[src/shared/tte_pkg.sv]
// constants shared by the two-tier event controller
package tte_pkg;

  // ****************************************************************
  // sizes
  // ****************************************************************
  localparam int N_SRC = 64;
  localparam int N_LVL = 16;
  localparam int GEN_LO = 7;
  localparam int GEN_HI = 15;
  localparam int N_GEN = GEN_HI - GEN_LO + 1;
  localparam int N_ASG = 8;
  localparam int ASG_W = 4;

  // ****************************************************************
  // register word offsets (byte address = offset)
  // ****************************************************************
  localparam logic [7:0] OFS_LATCH = 8'h00;
  localparam logic [7:0] OFS_UNMASK = 8'h04;
  localparam logic [7:0] OFS_PEND = 8'h08;
  localparam logic [7:0] OFS_CTRL = 8'h0C;
  localparam logic [7:0] OFS_RMASK0 = 8'h10;
  localparam logic [7:0] OFS_RMASK1 = 8'h14;
  localparam logic [7:0] OFS_RSTAT0 = 8'h18;
  localparam logic [7:0] OFS_RSTAT1 = 8'h1C;
  localparam logic [7:0] OFS_ASG0 = 8'h20;
  localparam logic [7:0] OFS_IRQ_STAT = 8'h40;
  localparam logic [7:0] OFS_IRQ_MASK = 8'h44;

  // ****************************************************************
  // fields and reset values
  // ****************************************************************
  localparam int CTRL_GEN_EN_BIT = 0;
  localparam logic [15:0] RST_UNMASK = 16'h0000;
  localparam logic [31:0] RST_RMASK = 32'h0000_0000;
  localparam logic RST_GEN_EN = 1'b1;
  localparam logic [3:0] RST_IRQ_MASK = 4'h0;
  localparam int IRQ_SET_BIT = 0;
  localparam int IRQ_ACC_BIT = 1;
  localparam int IRQ_CANCEL_BIT = 2;
  localparam int IRQ_REFUSE_BIT = 3;
  localparam int N_IRQ = 4;

  // field value v selects core level v + GEN_LO
  localparam logic [N_ASG*32-1:0] RST_ASG = {
    32'h0000_6552, 32'h2114_4444, 32'h4333_3333, 32'h3333_3222,
    32'h2222_2222, 32'h2111_1111, 32'h1111_1000, 32'h0000_0000
  };

endpackage

[src/rtl/tte_router.sv]
// system event router: per-source unmask and level assignment
module tte_router
  import tte_pkg::*;
(
  input wire logic clk_sys,
  input wire logic rst_b,
  input wire logic ce,
  input wire logic [N_SRC-1:0] src,
  input wire logic [N_SRC-1:0] unmask,
  input wire logic [N_ASG*32-1:0] assign_flat,
  output logic [N_GEN-1:0] gen_q,
  output logic [N_SRC-1:0] status_q
);

  logic [N_SRC-1:0] pass;
  logic [N_GEN-1:0] gen_d;

  assign pass = src & unmask;

  // a level is driven while any passed source is assigned to it
  always_comb begin
    gen_d = '0;
    for (int s = 0; s < N_SRC; s++) begin
      for (int g = 0; g < N_GEN; g++) begin
        if (pass[s] && assign_flat[s*ASG_W +: ASG_W] == ASG_W'(g)) begin
          gen_d[g] = 1'b1;
        end
      end
    end
  end

  always_ff @(posedge clk_sys or negedge rst_b) begin
    if (!rst_b) begin
      gen_q <= '0;
      status_q <= '0;
    end else if (ce) begin
      gen_q <= gen_d;
      status_q <= pass;
    end
  end

endmodule

[src/rtl/tte_level_slot.sv]
// one core event level: rising-edge detect and latch bit
module tte_level_slot (
  input wire logic clk_sys,
  input wire logic rst_b,
  input wire logic ce,
  input wire logic gen_in,
  input wire logic accept,
  input wire logic cancel,
  output logic rise,
  output logic latch_q
);

  logic prev_q;

  assign rise = gen_in & ~prev_q;

  always_ff @(posedge clk_sys or negedge rst_b) begin
    if (!rst_b) begin
      prev_q <= 1'b0;
      latch_q <= 1'b0;
    end else if (ce) begin
      prev_q <= gen_in;
      // a new edge wins over acceptance or cancel in the same cycle
      latch_q <= rise | (latch_q & ~accept & ~cancel);
    end
  end

endmodule

[src/rtl/tte_core_ctrl.sv]
// two-tier event controller top: router, core latch/unmask, bus slave
module tte_core_ctrl
  import tte_pkg::*;
(
  input wire logic clk_sys,
  input wire logic rst_b,
  input wire logic ce,
  input wire logic wb_cyc_i,
  input wire logic wb_stb_i,
  input wire logic wb_we_i,
  input wire logic [7:0] wb_adr_i,
  input wire logic [3:0] wb_sel_i,
  input wire logic [31:0] wb_dat_i,
  output logic wb_ack_o,
  output logic [31:0] wb_dat_o,
  input wire logic sv_mode,
  input wire logic [N_SRC-1:0] periph_evt,
  input wire logic core_accept,
  input wire logic core_return,
  output logic req_valid,
  output logic [3:0] req_level,
  output logic [N_LVL-1:0] event_nesting_pending,
  output logic irq
);

  // ****************************************************************
  // state
  // ****************************************************************
  logic ack_q;
  logic [31:0] dat_q;
  logic [N_LVL-1:0] unmask_q;
  logic gen_en_q;
  logic [N_SRC-1:0] rmask_q;
  logic [N_ASG*32-1:0] asg_q;
  logic [N_IRQ-1:0] irq_stat_q;
  logic [N_IRQ-1:0] irq_mask_q;
  logic irq_q;
  logic [N_LVL-1:0] pend_q;
  logic req_valid_q;
  logic [3:0] req_level_q;

  // ****************************************************************
  // bus decode
  // ****************************************************************
  logic bus_req;
  logic wr_go;
  logic [31:0] bmask;
  logic [31:0] wdat;
  logic sel_latch;
  logic sel_unmask;
  logic sel_ctrl;
  logic sel_rmask0;
  logic sel_rmask1;
  logic sel_asg;
  logic sel_istat;
  logic sel_event_unmask;
  logic sel_pend;
  logic sel_rstat0;
  logic sel_rstat1;
  logic take;
  logic rd_take;
  logic [2:0] asg_idx;

  assign bus_req = wb_cyc_i & wb_stb_i;
  // writes land at the edge where the master sees ack
  assign wr_go = bus_req & wb_we_i & ack_q & ce;
  assign bmask = {{8{wb_sel_i[3]}}, {8{wb_sel_i[2]}}, {8{wb_sel_i[1]}}, {8{wb_sel_i[0]}}};
  assign wdat = wb_dat_i & bmask;
  assign sel_latch = wb_adr_i == OFS_LATCH;
  assign sel_unmask = wb_adr_i == OFS_UNMASK;
  assign sel_ctrl = wb_adr_i == OFS_CTRL;
  assign sel_rmask0 = wb_adr_i == OFS_RMASK0;
  assign sel_rmask1 = wb_adr_i == OFS_RMASK1;
  assign sel_asg = wb_adr_i[7:5] == OFS_ASG0[7:5] && wb_adr_i[1:0] == 2'h0;
  assign sel_istat = wb_adr_i == OFS_IRQ_STAT;
  assign sel_event_unmask = wb_adr_i == OFS_IRQ_MASK;
  assign sel_pend = wb_adr_i == OFS_PEND;
  assign sel_rstat0 = wb_adr_i == OFS_RSTAT0;
  assign sel_rstat1 = wb_adr_i == OFS_RSTAT1;
  assign asg_idx = wb_adr_i[4:2];

  // ce low holds ack as well: keep the bus idle while frozen,
  // or the master sees an ack whose write never lands
  assign take = bus_req & ~ack_q;
  assign rd_take = take & ~wb_we_i;

  // ****************************************************************
  // router and level slots
  // ****************************************************************
  logic [N_GEN-1:0] gen_lvl;
  logic [N_SRC-1:0] rstat;
  logic [N_GEN-1:0] slot_rise;
  logic [N_GEN-1:0] slot_latch;
  logic [N_LVL-1:0] latch_full;
  logic [N_LVL-1:0] accept_vec;
  logic [N_LVL-1:0] cancel_vec;
  logic [N_LVL-1:0] refuse_vec;
  logic latch_wr;

  tte_router u_router (
    .clk_sys(clk_sys),
    .rst_b(rst_b),
    .ce(ce),
    .src(periph_evt),
    .unmask(rmask_q),
    .assign_flat(asg_q),
    .gen_q(gen_lvl),
    .status_q(rstat)
  );

  genvar g;
  generate
    for (g = 0; g < N_GEN; g++) begin : g_slot
      tte_level_slot u_slot (
        .clk_sys(clk_sys),
        .rst_b(rst_b),
        .ce(ce),
        .gen_in(gen_lvl[g]),
        .accept(accept_vec[g+GEN_LO]),
        .cancel(cancel_vec[g+GEN_LO]),
        .rise(slot_rise[g]),
        .latch_q(slot_latch[g])
      );
    end
  endgenerate

  assign latch_full = {slot_latch, {GEN_LO{1'b0}}};

  // cancel only in supervisor mode and only for masked levels
  assign latch_wr = wr_go & sel_latch;
  assign cancel_vec = (latch_wr & sv_mode) ? (wdat[N_LVL-1:0] & ~unmask_q) : '0;
  assign refuse_vec = latch_wr ? (wdat[N_LVL-1:0] & ~cancel_vec) : '0;

  // ****************************************************************
  // priority and nesting
  // ****************************************************************
  function automatic logic [4:0] first_set(input logic [N_LVL-1:0] v);
    logic [4:0] r;
    r = 5'h10;
    for (int i = N_LVL - 1; i >= 0; i--) begin
      if (v[i]) begin
        r = 5'(i);
      end
    end
    return r;
  endfunction

  logic [4:0] pend_top;
  logic [N_LVL-1:0] below_pend;
  logic [N_LVL-1:0] cand;
  logic [4:0] cand_top;
  logic acc_go;
  logic ret_go;
  logic [N_LVL-1:0] ret_vec;

  assign pend_top = first_set(pend_q);
  // only levels of higher priority than the active one may nest
  assign below_pend = (pend_top[4]) ? '1 : ((N_LVL'(1) << pend_top[3:0]) - N_LVL'(1));
  assign cand = latch_full & unmask_q & below_pend & {N_LVL{gen_en_q}};
  assign cand_top = first_set(cand);
  assign acc_go = core_accept & req_valid_q;
  assign accept_vec = acc_go ? (N_LVL'(1) << req_level_q) : '0;
  assign ret_go = core_return & ~pend_top[4];
  assign ret_vec = ret_go ? (N_LVL'(1) << pend_top[3:0]) : '0;

  always_ff @(posedge clk_sys or negedge rst_b) begin
    if (!rst_b) begin
      pend_q <= '0;
      req_valid_q <= 1'b0;
      req_level_q <= 4'h0;
    end else if (ce) begin
      pend_q <= (pend_q & ~ret_vec) | accept_vec;
      // drop the offer for a cycle after acceptance, latch updates meanwhile
      req_valid_q <= ~cand_top[4] & ~acc_go;
      req_level_q <= cand_top[3:0];
    end
  end

  // ****************************************************************
  // configuration registers
  // ****************************************************************
  always_ff @(posedge clk_sys or negedge rst_b) begin
    if (!rst_b) begin
      unmask_q <= RST_UNMASK;
      gen_en_q <= RST_GEN_EN;
      rmask_q <= {RST_RMASK, RST_RMASK};
      asg_q <= RST_ASG;
      irq_mask_q <= RST_IRQ_MASK;
    end else if (wr_go) begin
      if (sel_unmask) begin
        unmask_q <= (unmask_q & ~bmask[N_LVL-1:0]) | wdat[N_LVL-1:0];
      end
      if (sel_ctrl && wb_sel_i[0]) begin
        gen_en_q <= wb_dat_i[CTRL_GEN_EN_BIT];
      end
      if (sel_rmask0) begin
        rmask_q[31:0] <= (rmask_q[31:0] & ~bmask) | wdat;
      end
      if (sel_rmask1) begin
        rmask_q[63:32] <= (rmask_q[63:32] & ~bmask) | wdat;
      end
      if (sel_asg) begin
        asg_q[asg_idx*32 +: 32] <= (asg_q[asg_idx*32 +: 32] & ~bmask) | wdat;
      end
      if (sel_event_unmask) begin
        irq_mask_q <= (irq_mask_q & ~bmask[N_IRQ-1:0]) | wdat[N_IRQ-1:0];
      end
    end
  end

  // ****************************************************************
  // interrupt status
  // ****************************************************************
  logic [N_IRQ-1:0] irq_evt;
  logic [N_IRQ-1:0] irq_clr;
  logic [N_IRQ-1:0] irq_stat_d;

  assign irq_evt[IRQ_SET_BIT] = |slot_rise;
  assign irq_evt[IRQ_ACC_BIT] = acc_go;
  assign irq_evt[IRQ_CANCEL_BIT] = |(cancel_vec & latch_full);
  assign irq_evt[IRQ_REFUSE_BIT] = |refuse_vec;
  assign irq_clr = (wr_go & sel_istat) ? wdat[N_IRQ-1:0] : '0;
  // set beats clear when both land together
  assign irq_stat_d = (irq_stat_q & ~irq_clr) | irq_evt;

  always_ff @(posedge clk_sys or negedge rst_b) begin
    if (!rst_b) begin
      irq_stat_q <= '0;
      irq_q <= 1'b0;
    end else if (ce) begin
      irq_stat_q <= irq_stat_d;
      irq_q <= |(irq_stat_d & irq_mask_q);
    end
  end

  // ****************************************************************
  // read mux and acknowledge
  // ****************************************************************
  logic [31:0] rdata;
  logic [31:0] latch_rd;
  logic [31:0] unmask_rd;
  logic [31:0] pend_rd;
  logic [31:0] ctrl_rd;
  logic [31:0] istat_rd;
  logic [31:0] event_unmask_rd;

  // outside supervisor mode the latch reads as zero
  assign latch_rd = sv_mode ? {16'h0000, latch_full} : 32'h0000_0000;
  assign unmask_rd = {16'h0000, unmask_q};
  assign pend_rd = {16'h0000, pend_q};
  assign ctrl_rd = {31'h0, gen_en_q};
  assign istat_rd = {28'h0, irq_stat_q};
  assign event_unmask_rd = {28'h0, irq_mask_q};
  assign rdata = sel_latch ? latch_rd :
                 sel_unmask ? unmask_rd :
                 sel_pend ? pend_rd :
                 sel_ctrl ? ctrl_rd :
                 sel_rmask0 ? rmask_q[31:0] :
                 sel_rmask1 ? rmask_q[63:32] :
                 sel_rstat0 ? rstat[31:0] :
                 sel_rstat1 ? rstat[63:32] :
                 sel_asg ? asg_q[asg_idx*32 +: 32] :
                 sel_istat ? istat_rd :
                 sel_event_unmask ? event_unmask_rd :
                 32'h0000_0000;

  always_ff @(posedge clk_sys or negedge rst_b) begin
    if (!rst_b) begin
      ack_q <= 1'b0;
      dat_q <= 32'h0000_0000;
    end else if (ce) begin
      ack_q <= take;
      dat_q <= rd_take ? rdata : 32'h0000_0000;
    end
  end

  assign wb_ack_o = ack_q;
  assign wb_dat_o = dat_q;
  assign req_valid = req_valid_q;
  assign req_level = req_level_q;
  assign event_nesting_pending = pend_q;
  assign irq = irq_q;

endmodule

[config.mk]
export PLATFORM = sky130hd
export DESIGN_NAME = tte_core_ctrl
export DESIGN_NICKNAME = d
export VERILOG_FILES = /design/src/shared/tte_pkg.sv /design/src/rtl/tte_router.sv /design/src/rtl/tte_level_slot.sv /design/src/rtl/tte_core_ctrl.sv
export SDC_FILE = /design/constraint.sdc
export NUM_CORES = 2
export LEC_CHECK = 0
export ABC_CLOCK_PERIOD_IN_PS = 2780
export BUFFER_PORTS_ARGS = -buffer_cell sky130_fd_sc_hd__buf_2
export CORE_ASPECT_RATIO = 1.5
export CORE_MARGIN = 2
export CORE_UTILIZATION = 62
export CTS_CLUSTER_DIAMETER = 100
export CTS_CLUSTER_SIZE = 28
export DETAILED_ROUTE_END_ITERATION = 6
export PLACE_DENSITY = 0.81
export SLEW_MARGIN = 20
export SYNTH_ARGS = -nofsm -noshare
export SYNTH_HDL_FRONTEND = slang
export SYNTH_SLANG_ARGS = --single-unit
export TNS_END_PERCENT = 20
[constraint.sdc]
create_clock -name clk_sys -period 2.78 [get_ports clk_sys]
set_input_delay 0.556 -clock clk_sys [delete_from_list [all_inputs] [get_ports clk_sys]]
set_output_delay 0.556 -clock clk_sys [all_outputs]
set_load 0.005 [all_outputs]
==> results of run 1 <==
==> repair_timing <==
action,in CTS
endpoints found under the hold margin,54
setup endpoints to repair,0
hold buffers,1
==> synthesized netlist by cell type (14+ instances only) <==
cell type,instances
a21oi_1,57
a221oi_1,37
a222oi_1,17
a22oi_1,28
a31oi_1,45
a32oi_1,14
buf_1,16
buf_2,19
clkbuf_1,207
dfrtp_1,426
dfstp_2,65
inv_1,53
mux2_2,147
mux4_2,64
nand2_1,700
nand2b_1,32
nand3_1,138
nand3b_1,84
nand4_1,62
nand4b_1,32
nor2_1,185
nor2b_1,23
nor3_1,144
nor3b_1,101
nor4_1,56
o21ai_0,366
o22ai_1,27
o2bb2ai_1,15
o311ai_0,14
o31ai_1,20
==> layer usage <==
layer  GRT overflow  track usage [%]
met5              0            27.40
met1              4            82.75
met2            383            97.76
met3              4            63.27
met4            213            79.61
==> per-stage QoR <==
step	instances	hold slack [ps]	setup TNS, ps
detailed placement	4195	471.2	-264.6
global placement	4195	454.0	-3616
floorplan	3376	260.4	0
CTS	4236	223.9	0
==> logic make-up after synthesis <==
kind of cell             share of synthesized area [%]
AND/OR/NAND/NOR                                  27.53
AO/OA/AOI/OAI                                    15.65
flip-flops                                       42.06
buffers and inverters                            3.987
multiplexers                                     10.57
adder cells (fa/ha/maj)                         0.2127
==> qor.txt, run 1 <==
CTS resizes - 0
Ports - 172
Global Route Usage Sum - 80.82%
Post-synthesis cell type count - 81
Ys Warns - 0
CTS root buffer - clkbuf_16
Placed Instance Area - 32800 um2
Gp weighted congestion - 1.341
Sink Count - 491
Fail Step - global routing
Die W - 181.8 um
Gr ovfl total - 604
First-pass GRT wire length - 294400 um
Syn_nets - 3498
Vias in the first global route - 38340
Largest net degree at the start of global routing - 164
Worst slack, placed - -177.4 ps
IO buf count - 171
Yosys top cell area share - 36.25%
Total clock buffers created by CTS - 22
Primary FF master, synth - dfrtp_1
Stop err - [ERROR GRT-0116] Global routing finished with congestion. Check the congestion regions in the DRC Viewer.
Sequential fraction of the synthesis area - 42.06%
Maximum clock path buffer count - 3
Post-Syn Instances - 3376
Synth top area cells - dfrtp_1 36%, nand2_1 8.9%, o21ai_0 6.2%
Number of synthesized register bits - 491
Number of synthesized flops with an enable pin - 0
Die height - 270.7 um
FP Rows - 97
Detail Placement HPWL - 129800 um
Async SR Flop Fraction - 100.0%
H-tree levels - 1
Initial Util - 62.93%
Syn Std Cell Area - 29410 um2
Synth Area per Inst - 8.710 um2
Status - aborted with a tool error
Post-CTS Setup Bufs - 0
Area leader, netlist - dfrtp_1
==> run 2, diff against run 1 <==
- CORE_ASPECT_RATIO: 1.5 -> unset
- CORE_UTILIZATION: 62 -> 40
- CTS_CLUSTER_DIAMETER: 100 -> unset
- CTS_CLUSTER_SIZE: 28 -> unset
- PLACE_DENSITY: 0.81 -> unset
- PLACE_DENSITY_LB_ADDON: unset -> 0.15
==> run 2 against run 1 <==
Against the previous run: the flow now finishes, with violations (design-rule violations, negative setup slack); area after synthesis did not move; synthesized cell count is the same.
==> qor.txt, run 2 <==
Ys Warns - 0 (unchanged)
Minimum clock period - 2898 ps
Ports - 172 (unchanged)
Synth Area in XOR/XNOR - 0% (unchanged)
Avg WL per Cell - 40.18 um
Gr ovfl total - 0
Reg2reg setup slack - -120 ps
Synth Area in Compound Gates - 15.65% (unchanged)
Max VDD drop - 0.4772 mV
Post-route setup slack - -117.8 ps
First-iteration detailed-routing DRC count - 6815
Vias - 34610
Sequential fraction of the synthesis area - 42.06% (unchanged)
Gp weighted congestion - 1.185 (-12%)
Largest family of logic cells by synthesized area - simple AND/OR/NAND/NOR gates
Area leader, netlist - dfrtp_1
DRT antenna net count - 0
Crit end category - flip-flop
TritonRoute pass-1 iters - 7
Synth top area cells - dfrtp_1 36%, nand2_1 8.9%, o21ai_0 6.2%
Post-Syn Instances - 3376 (unchanged)
Worst r2r src - asg_q[40]$_DFFE_PN0P_
Async SR Flop Fraction - 100.0% (unchanged)
Syn Std Cell Area - 29410 um2 (unchanged)
Fin. max-slew vios - 0
Crit-path max FO - 8
Failing checks - design-rule violations, negative setup slack
HP Class - input pin to flip-flop
R2R cell count - 7
IO buf count - 171 (unchanged)
Fin crit share - 104.2%
Status - finished, violations left
Synth cell count leaders - 700 x nand2_1, 426 x dfrtp_1, 366 x o21ai_0, 207 x clkbuf_1, 185 x nor2_1
Post-layout util - 51.66%
Simple-gate share of the synthesized area - 27.53% (unchanged)
P_leak - 16.20 nW
Endpoints failing setup - 3
First-pass GRT wire length - 266000 um
Syn_nets - 3498 (unchanged)
Post-synthesis adder-cell area fraction - 0.2127% (unchanged)
Detail Placement HPWL - 160000 um (+23%)
PwrDens - 462.2 nW/um2
Setup crit end - u_router.gen_q[8]$_DFFE_PN0P_
Met1 Use GR - 64.48%
Top-count cell post-synth - nand2_1
Sink Count - 491 (unchanged)
Arr. time, crit path - 3440 ps
Most frequent cells in the layout - 695 x nand2_1, 505 x buf_4, 425 x dfrtp_1
Skew-Pair Late Insertion Delay - 660 ps
Hold depth - 2
Number of synthesized register bits - 491 (unchanged)
Clk_skew - 33.80 ps
Beginning of the critical path - asg_q[40]$_DFFE_PN0P_
Primary FF master, synth - dfrtp_1
Initial antenna violation count - 11
Slew at the pin closest to its max-slew limit - 1109 ps
Final Hold Viols - 0
Synth Area per Inst - 8.710 um2 (unchanged)
Total clock buffers created by CTS - 56 (+150%)
CTS tree - yes
Maximum clock path buffer count - 3 (unchanged)
Core box area - 72830 um2
RSZ-0062 raised after global routing - no
Worst slack, placed - -163.8 ps (+13.67 ps)
Vias in the first global route - 32440
Reg2reg end - u_router.gen_q[8]$_DFFE_PN0P_
H-tree levels - 2 (+1)
Clk slew on worst S/H paths - 60 ps
Max Freq - 345.1 MHz
Post-synthesis cell type count - 81 (unchanged)
DRC Markers - 11
Die ar. - 75700 um2
Met3 Track Usage GR - 19.84%
Number of synthesized flops with an enable pin - 0 (unchanged)
Initial Util - 40.37% (-23 points)
Yosys top cell area share - 36.25% (unchanged)
Layout cells sized above 1 - 29.30%
Mux share of post-synthesis cell area - 10.57% (unchanged)
Max-cap violations - 0
Grt peak-use layer - met2
Rel. slew slack - 25.67%
Startpoint Class - flip-flop
Global Route Usage Sum - 51.62%
Die W - 275.1 um (+51%)
FP Rows - 99 (+2.1%)
Largest net degree at the start of global routing - 124
Met2 Resource Use GR - 72.75%
Vias per inst - 7.011
NumNets Final - 4043
CTS root buffer - clkbuf_16
Req. time, crit path - 3330 ps
Setup Crit Path Kind - flip-flop to flip-flop
Drt total wl - 198300 um
Commonest non-fill, non-tap cell in the layout - nand2_1
Hold_ws - 183.5 ps
P&R area growth vs syn - 27.96%
Die height - 275.1 um (+1.6%)
-- run 2: cell counts after synthesis --
No cell type changed its count.
-- run 2: layer usage --
layer | vias to the layer above | routed length [um]
li1 | 13490 | -
met1 | 16950 | 70820
met2 | 3339 | 79020
met3 | 823 | 29490
met4 | 6 | 18970
met5 | - | 36
-- run 2: report_power, final --
group,switching [W],total (W),internal [W]
clock,0.00339,0.00835,0.00496
sequential,0.000122,0.00735,0.00722
combinational,0.00113,0.00169,0.000560
total,0.00464,0.0174,0.0127
-- run 2: how the worst min path moves through the flow --
stage | end | start | slack, ps
finish | flip-flop | wb_dat_i[18] | 180
detailed placement | g_slot[7].u_slot.latch_q$_DFFE_PN0P_ | g_slot[7].u_slot.prev_q$_DFFE_PN0P_ | 450
CTS | flip-flop | wb_dat_i[18] | 180
global placement | g_slot[7].u_slot.latch_q$_DFFE_PN0P_ | g_slot[7].u_slot.prev_q$_DFFE_PN0P_ | 450
global route | flip-flop | wb_dat_i[18] | 190
floorplan | async pin | rst_b | 260
-- run 2: metrics by stage --
stage | power (W) | cell area [um2] | TNS (ps) | cells
after floorplan | 0.008130 | 29410 | 0 | 3376
after global placement | 0.009066 | 35530 | -659.7 | 4821
after detailed placement | 0.009088 | 35540 | -685.3 | 4821
after CTS | 0.01726 | 37580 | 0 | 4928
after global routing | 0.01770 | 37610 | 0 | 4930
final | 0.01739 | 37630 | -156.3 | 4936
-- run 2: worst max-delay path, stage by stage (launching register included) --
cell	delay [ps]
dfrtp_1	630
or3_1	510
nor3b_1	800
a21oi_1	240
nand4_1	190
nor4_1	90
buf_4	130
a31oi_1	190
-- run 2: final cells by class --
class,instances,area [um2]
Tap cell,959,1200
Sequential cell,491,12370
Clock inverter,31,481.7
Antenna cell,8,20.02
Fill cell,6820,35210
Timing Repair Buffer,733,5803
Clock buffer,75,1553
Inverter,56,212.7
Multi-Input combinational cell,2583,15990
-- run 2: logic make-up (layout without fill, tap and decap cells) --
kind of cell               after synthesis  in the layout
AOI/OAI and AO/OA                      729            729
adders and majority gates                5              5
buffers and inverters                  302            895
DFF                                    491            491
muxes                                  212            212
other                                    0              8
and+or+nand+nor                       1637           1637
-- run 2: what timing repair did --
item                                   4_1_cts  5_1_grt
resized for setup                            0        3
setup buffers                                0        0
endpoints found under the hold margin       28        0
hold buffers                                 1        0
setup endpoints to repair                    0        2
(Power assumes the default switching activity.)
